File: src/common/xlr_pkg.sv
// Purpose: Constants and carriers for the link command and status bank
// Assumes: 8-bit host data, register index taken as byte address
// Notes: Protocol engine outside this bank supplies the status values
package xlr_pkg;
  localparam int XLR_AW = 5;
  localparam logic [4:0] XLR_OFF_CTRL = 5'h00;
  localparam logic [4:0] XLR_OFF_SR0 = 5'h01;
  localparam logic [4:0] XLR_OFF_SR1 = 5'h02;
  localparam logic [4:0] XLR_OFF_SR2 = 5'h03;
  localparam logic [4:0] XLR_OFF_SR3 = 5'h04;
  localparam logic [4:0] XLR_OFF_SR4 = 5'h05;
  localparam logic [4:0] XLR_OFF_SR5 = 5'h06;
  localparam logic [4:0] XLR_OFF_SR6 = 5'h07;
  localparam logic [4:0] XLR_OFF_SR7 = 5'h08;
  localparam int XLR_B_TXP = 0;
  localparam int XLR_B_FDISC = 1;
  localparam int XLR_B_RXBUF = 2;
  localparam int XLR_B_ACT = 3;
  localparam int XLR_B_PWI = 4;
  localparam int XLR_B_PWLO = 5;
  localparam int XLR_B_PWHI = 6;
  localparam int XLR_B_DMODE = 7;
  localparam logic [7:0] XLR_CTRL_RST = 8'h82;
  localparam logic [4:0] XLR_ST_INFO = 5'h06;
  localparam logic [4:0] XLR_ST_LINKSETUP = 5'h04;
  localparam logic [4:0] XLR_ST_DISC = 5'h01;
  localparam logic [4:0] XLR_ST_SUPER = 5'h00;
  localparam logic [4:0] XLR_ST_FRMR = 5'h07;
  localparam logic [4:0] XLR_ST_DREQ = 5'h05;
  localparam logic [4:0] XLR_IN_AFTER_RST = 5'h07;
  localparam logic [7:0] XLR_RD_NONE = 8'h00;

  // Status pushed in by the protocol engine
  typedef struct packed {
    logic [4:0] state_code;
    logic [2:0] tx_seq_var;
    logic [2:0] rx_seq_var;
    logic phys_request_n;
    logic [2:0] next_ack_expected;
    logic next_ack_load;
    logic acks_busy;
    logic rx_frame_ok;
    logic [7:0] rx_ctrl;
    logic rx_pf;
    logic input_load;
    logic [4:0] input_code;
    logic frmr_load;
    logic [23:0] frmr_data;
    logic tx_hpe;
    logic rx_hpe;
    logic rx_overrun;
    logic link_reinit;
  } xlr_eng_s;

  // Command bits driven back to the engine
  typedef struct packed {
    logic disconnected_response_mode;
    logic password_verdict_hi;
    logic password_verdict_lo;
    logic password_initiate;
    logic active_setup;
    logic rx_buffers_available;
    logic forced_disconnect;
    logic tx_permit;
  } xlr_ctrl_s;

  typedef struct packed {
    xlr_ctrl_s ctrl;
    logic [4:0] state_code;
    logic info_transfer_flag;
    logic connected_flag;
    logic host_buffers_pending_n;
    logic [2:0] tx_seq_var;
    logic [2:0] rx_seq_var;
    logic phys_request_n;
    logic [2:0] next_ack_expected;
    logic [2:0] prev_next_ack;
    logic acks_done_n;
    logic [7:0] rx_ctrl;
    logic [4:0] input_code;
    logic last_poll_final;
    logic [23:0] frmr_data;
    logic [7:0] rd_data;
    logic new_frame_ok;
    logic force_dm_all;
    logic idle_ones;
    logic answer_per_protocol;
  } xlr_state_s;
endpackage

File: src/logic/xlr_regs.sv
// Purpose: Command and status register bank of a level-2 link controller
// Assumes: Host bus signals synchronous to clk, one access per strobe
// Notes: Status reads are registered, so data follows the read by one cycle
//
// Overview of operation
// - tx_permit low blocks new I frames; retransmissions always allowed.
// - tx_permit cleared by reset and transmit-channel hard parity error.
// - forced_disconnect holds link down, DM to all, ones idle; reset sets.
// - rx_buffers_available cleared by reset, receive parity error, overrun.
// - active_setup chooses active or passive link set-up; reset clears.
// - password_initiate starts password exchange or waits; reset clears.
// - Host verdict in b6,b5 read with b4; reset clears b6 and b5.
// - disconnected_response_mode 0 answers polls with DM; reset sets.
// - Status 0 bits 0-4 show protocol state code.
// - Status 0 bit 5 high for any connected code other than FRMR and disconnect request.
// - Status 0 bit 6 high when logical link connected (S4 or beyond).
// - A write to status 0 clears bit 7 unless link_reinit coincides, and alters nothing else.
// - Status 1 shows send and receive variables and physical request.
// - Status 2 low bits hold next ack expected; bit 3 reads zero.
// - On next ack update its old value moves into prev_next_ack.
// - acks_done_n low only when all received acks processed.
// - Status 3 holds control field of last error-free frame.
// - Status 4 bits 0-4 hold latest protocol input code.
// - Status 4 bit 5 holds poll/final bit of last good frame.
// - Status 5 to 7 capture three FRMR data bytes.
`timescale 1ns/1ns
module xlr_regs
  import xlr_pkg::*;
(
  input wire logic clk,
  input wire logic rst,
  input wire logic cs_n,
  input wire logic wr,
  input wire logic rd,
  input wire logic [XLR_AW-1:0] addr,
  input wire logic [7:0] wdata,
  input wire xlr_eng_s eng,
  output logic [7:0] rdata,
  output xlr_ctrl_s ctrl,
  output logic new_frame_ok,
  output logic force_dm_all,
  output logic idle_ones,
  output logic answer_per_protocol
);
  xlr_state_s s;
  xlr_state_s next_s;
  logic wr_hit;
  logic rd_hit;

  // Phases S4 and later: every code except the five pre-link ones
  function automatic logic xlr_connected(input logic [4:0] c);
    return !(c == XLR_ST_SUPER || c == XLR_ST_DISC || c == 5'h02 ||
             c == 5'h03 || c == XLR_ST_LINKSETUP);
  endfunction
  function automatic logic xlr_info(input logic [4:0] c);
    return xlr_connected(c) && c != XLR_ST_FRMR && c != XLR_ST_DREQ;
  endfunction

  assign wr_hit = !cs_n && wr;
  assign rd_hit = !cs_n && rd;

  always_comb begin
    next_s = s;
    if (wr_hit && addr == XLR_OFF_CTRL) begin
      next_s.ctrl = xlr_ctrl_s'(wdata);
    end
    // Hardware clear events win over a coincident host write
    if (eng.tx_hpe) begin
      next_s.ctrl.tx_permit = 1'b0;
    end
    if (eng.rx_hpe || eng.rx_overrun) begin
      next_s.ctrl.rx_buffers_available = 1'b0;
    end
    next_s.state_code = eng.state_code;
    next_s.info_transfer_flag = xlr_info(eng.state_code);
    next_s.connected_flag = xlr_connected(eng.state_code);
    if (wr_hit && addr == XLR_OFF_SR0) begin
      next_s.host_buffers_pending_n = 1'b0;
    end
    // Set on link loss wins over the clearing write
    if (eng.link_reinit) begin
      next_s.host_buffers_pending_n = 1'b1;
    end
    next_s.tx_seq_var = eng.tx_seq_var;
    next_s.rx_seq_var = eng.rx_seq_var;
    next_s.phys_request_n = eng.phys_request_n;
    if (eng.next_ack_load) begin
      next_s.next_ack_expected = eng.next_ack_expected;
      next_s.prev_next_ack = s.next_ack_expected;
    end
    next_s.acks_done_n = eng.acks_busy;
    if (eng.rx_frame_ok) begin
      next_s.rx_ctrl = eng.rx_ctrl;
      next_s.last_poll_final = eng.rx_pf;
    end
    if (eng.input_load) begin
      next_s.input_code = eng.input_code;
    end
    if (eng.frmr_load) begin
      next_s.frmr_data = eng.frmr_data;
    end
    next_s.new_frame_ok = next_s.ctrl.tx_permit;
    next_s.force_dm_all = next_s.ctrl.forced_disconnect ||
                          !next_s.ctrl.disconnected_response_mode;
    next_s.idle_ones = next_s.ctrl.forced_disconnect;
    next_s.answer_per_protocol = !next_s.ctrl.forced_disconnect &&
                                 next_s.ctrl.disconnected_response_mode;
    next_s.rd_data = XLR_RD_NONE;
    if (rd_hit) begin
      case (addr)
        XLR_OFF_CTRL: next_s.rd_data = s.ctrl;
        XLR_OFF_SR0: next_s.rd_data = {s.host_buffers_pending_n,
          s.connected_flag, s.info_transfer_flag, s.state_code};
        XLR_OFF_SR1: next_s.rd_data = {1'b0, s.phys_request_n,
          s.rx_seq_var, s.tx_seq_var};
        XLR_OFF_SR2: next_s.rd_data = {s.acks_done_n, s.prev_next_ack,
          1'b0, s.next_ack_expected};
        XLR_OFF_SR3: next_s.rd_data = s.rx_ctrl;
        XLR_OFF_SR4: next_s.rd_data = {2'b00, s.last_poll_final,
          s.input_code};
        XLR_OFF_SR5: next_s.rd_data = s.frmr_data[7:0];
        XLR_OFF_SR6: next_s.rd_data = s.frmr_data[15:8];
        XLR_OFF_SR7: next_s.rd_data = s.frmr_data[23:16];
        default: next_s.rd_data = XLR_RD_NONE;
      endcase
    end
  end

  always_ff @(posedge clk or posedge rst) begin
    if (rst) begin
      s <= '0;
      // Reset leaves link forced down, verdict and set-up bits clear
      s.ctrl <= xlr_ctrl_s'(XLR_CTRL_RST);
      s.host_buffers_pending_n <= 1'b1;
      s.input_code <= XLR_IN_AFTER_RST;
      s.force_dm_all <= 1'b1;
      s.idle_ones <= 1'b1;
    end else begin
      s <= next_s;
    end
  end

  assign rdata = s.rd_data;
  assign ctrl = s.ctrl;
  assign new_frame_ok = s.new_frame_ok;
  assign force_dm_all = s.force_dm_all;
  assign idle_ones = s.idle_ones;
  assign answer_per_protocol = s.answer_per_protocol;
endmodule // xlr_regs

File: config.mk
export PLATFORM = sky130hd
export DESIGN_NAME = xlr_regs
export DESIGN_NICKNAME = d
export VERILOG_FILES = /design/src/common/xlr_pkg.sv /design/src/logic/xlr_regs.sv
export SDC_FILE = /design/constraint.sdc
export NUM_CORES = 1
export LEC_CHECK = 0
export BUFFER_PORTS_ARGS = -buffer_cell sky130_fd_sc_hd__buf_2
export CORE_MARGIN = 2
export CORE_UTILIZATION = 30
export CTS_CLUSTER_SIZE = 24
export DETAILED_ROUTE_END_ITERATION = 8
export PLACE_DENSITY_LB_ADDON = 0.12
export SLEW_MARGIN = 15
export SYNTH_ARGS = -nofsm -noshare
export SYNTH_HDL_FRONTEND = slang
export SYNTH_SLANG_ARGS = --single-unit
File: constraint.sdc
create_clock -name clk -period 4.17 [get_ports clk]
set_input_delay 0.2085 -clock clk [delete_from_list [all_inputs] [get_ports clk]]
set_output_delay 0.2085 -clock clk [all_outputs]
set_load 0.005 [all_outputs]
==> results.toml <==
[global_routing]
grt_max_degree = 41
grt_overflow_total = 0
grt_pass1_vias = 2661
grt_pass1_wl_um = 14000
antenna_found_initial = 0
grt_use_total_pct = 14.6

[yosys]
ys_warn_count = 0
syn_nets = 352
synthCells = 272
async_reset_ff_share_pct = 100
syn-cell-area_um2 = 3580
synth_cell_types = 50
syn_avg_cell_area_um2 = 13.2
synth-seq-cells = 78
synth_ff_type = "dfrtp_1"
yosysSeqAreaShare_pct = 54.8
synth-edff-count = 0

[timing]
fmax_mhz = 673
hold_ws_ps = 12.3
setup_viol = 0
setup_tns_ps = 0
rsz0062_at_grt = "false"
final-hold-violation-count = 0
slew_headroom_pct = 53.9
finalCritPeriodShare_pct = 35.6
fin_skew_ps = 6.25
worst_slew_pin_slew_ps = 691
min_period_ps = 1490
slew_violations = 0

[worst_setup_path]
worstSetupPathDepth = 4
crit_fanout = 40
cp_slowest_cell = "buf_4"
worstPathRequired_ps = 4590
r2r_start = "ctrl[6]"
crit_buf_inv = 4
start_kind = "input pin"
rr_worst_depth = 4
critical_path.top_delay_family = "buffers and inverters"
crit_start = "rst"
max_stage_delay_ps = 550
critPathKind = "input pin to asynchronous set/reset pin"
arrival_ps = 1910
end_kind = "asynchronous set/reset pin"
path_cells = "dlygate4sd3_1 -> buf_2 -> clkinv_2 -> buf_4"

[cells_and_area]
final_common_cell = "buf_2"
drive_above_1_share_pct = 49.5
nets = 443
mostFrequentLayoutCells = "99 x buf_2, 71 x dfrtp_1, 44 x mux2_2"
n_antenna_cell = 0
syn2layout_area_growth_pct = 26.1
fillerInstances = 1134
instances_no_fill = 511

[min_path]
min_from = "eng[58]"
min_path_cells = 1
hp-class = "input pin to register"

[detailed_routing]
dr.pass1.iters = 7
ant_nets = 0
routed_via_density = 4.81
post_drt_wl_per_cell_um = 17.5
drcViolationCount = 7
routed_wl_um = 8940
num_vias = 2459
drtIter0Drc = 82

[pwr]
power_leakage_nw = 2.04
p_sw_share_pct = 21.4
p_int_mw = 1.58
pwr_density_cell_nw_per_um2 = 446
peakVddDrop_mv = 0.233
finalPower_mw = 2.01
seq_power_share_pct = 42.9
power.switching_mw = 0.430
p_comb_share_pct = 10.2
p_clk_share_pct = 46.8

[flow_run]
maxCapViolations = 0

[floorplanning]
ios = 100
die_area_um2 = 12800
start_util_pct = 31.1
core-area_um2 = 11500
die_w_um = 113
die_h_um = 113
rows = 39

[clock_tree]
cts_buffer_depth = 2
ctsHtreeMaxLevel = 3
cts_resized = 0
cts_setup_buffers = 0
cts_tree = "yes"
clock-sinks = 78
root_buffer = "clkbuf_16"
clk_pin_slew_worst_paths_ps = 50
clk-insertion-delay-late_ps = 330
cts-buffers-inserted = 9

[outcome]
violations = "DRC"
status = "finished with violations"

[placed_design]
gp_congestion = 0.816
dp.cells = 483
numPortBuffers = 99
hpwlAfterDp_um = 6650
layout make-up:
class / instances / area, µm² / area share [%]
clock buffer: 10 / 229 / 5.08
timing repair buffer: 112 / 623 / 13.8
sequential: 78 / 1960 / 43.5
inverter: 1 / 5.00 / 0.111
multi-input combinational: 161 / 1380 / 30.6
tap: 143 / 179 / 3.97
clock inverter: 6 / 135 / 3.00
power groups by stage:
stage | Sequential (mW) | Clock [mW] | Combinational [mW]
after floorplan | 0.860 | 0 | 0.140
after global placement | 0.880 | 0 | 0.199
after detailed placement | 0.879 | 0 | 0.201
after CTS | 0.866 | 0.965 | 0.211
after global routing | 0.873 | 0.999 | 0.229
final | 0.864 | 0.942 | 0.206
registers in the layout, indices dropped and copies added (netlist names):
name,count
answer_per_protocol,1
idle_ones,1
new_frame_ok,1
ctrl,6
s,60
force_dm_all,1
rdata,8
synthesized netlist by cell type (all sizes together) (2+ instances only):
cell      n  area, µm²
nand2    12       45.0
nand3b    5       37.5
nor3b     4       46.3
dfstp     7        184
dfrtp    71       1780
nand2b    3       21.3
a221oi    3       26.3
o21ai     7       38.8
mux2     55        619
a22oi     7       52.6
a21o      2       16.3
a21oi     4       20.0
and3      6       40.0
nor2      6       22.5
a22o      2       18.8
nor4      4       37.5
a31oi     8       50.1
nand3     2       15.0
mux2i     8       80.1
and2b     2       16.3
o2bb2ai   2       17.5
buf      28        219
clkbuf    4       15.0
nor3      7       46.3
nor2b     3       18.8
stage by stage:
stage               cell area (µm²)  worst slack, ps  util, %
CTS                            4510             2620     39.2
detailed placement             4030             2470     35.0
global placement               4030             2560     35.0
global route                   4510             2470     39.2
finish                         4510             2680     39.2
floorplan                      3580             1980        -
logic make-up after synthesis:
family / share of synthesized area (%)
muxes: 20.2
buffers and inverters: 6.65
DFF: 54.8
AOI/OAI and AO/OA: 7.73
and+or+nand+nor: 10.6
routing by layer:
layer,vias to the layer above,GRT usage [%],routed length [µm]
met5,-,0,0
met4,0,5.61,175
met3,14,3.91,493
met2,69,24.0,4190
met1,1215,18.4,4080
li1,1161,-,-
repair_timing:
action                                 4_1_cts  5_1_grt
setup endpoints to repair                    0        0
endpoints found under the hold margin       47        0
hold buffers                                12        0
final timing paths:
path | slack, ps | endpoint
setup / recovery | 2680 | s[38]
setup reg to reg | 2860 | rdata[6]
hold / removal | 10 | s[68]
max in group clk | 2790 | rdata[0]
min in group asynchronous | 520 | ctrl[3]
hold reg to reg | 500 | s[52]
Power figures use the tool's default switching activity.
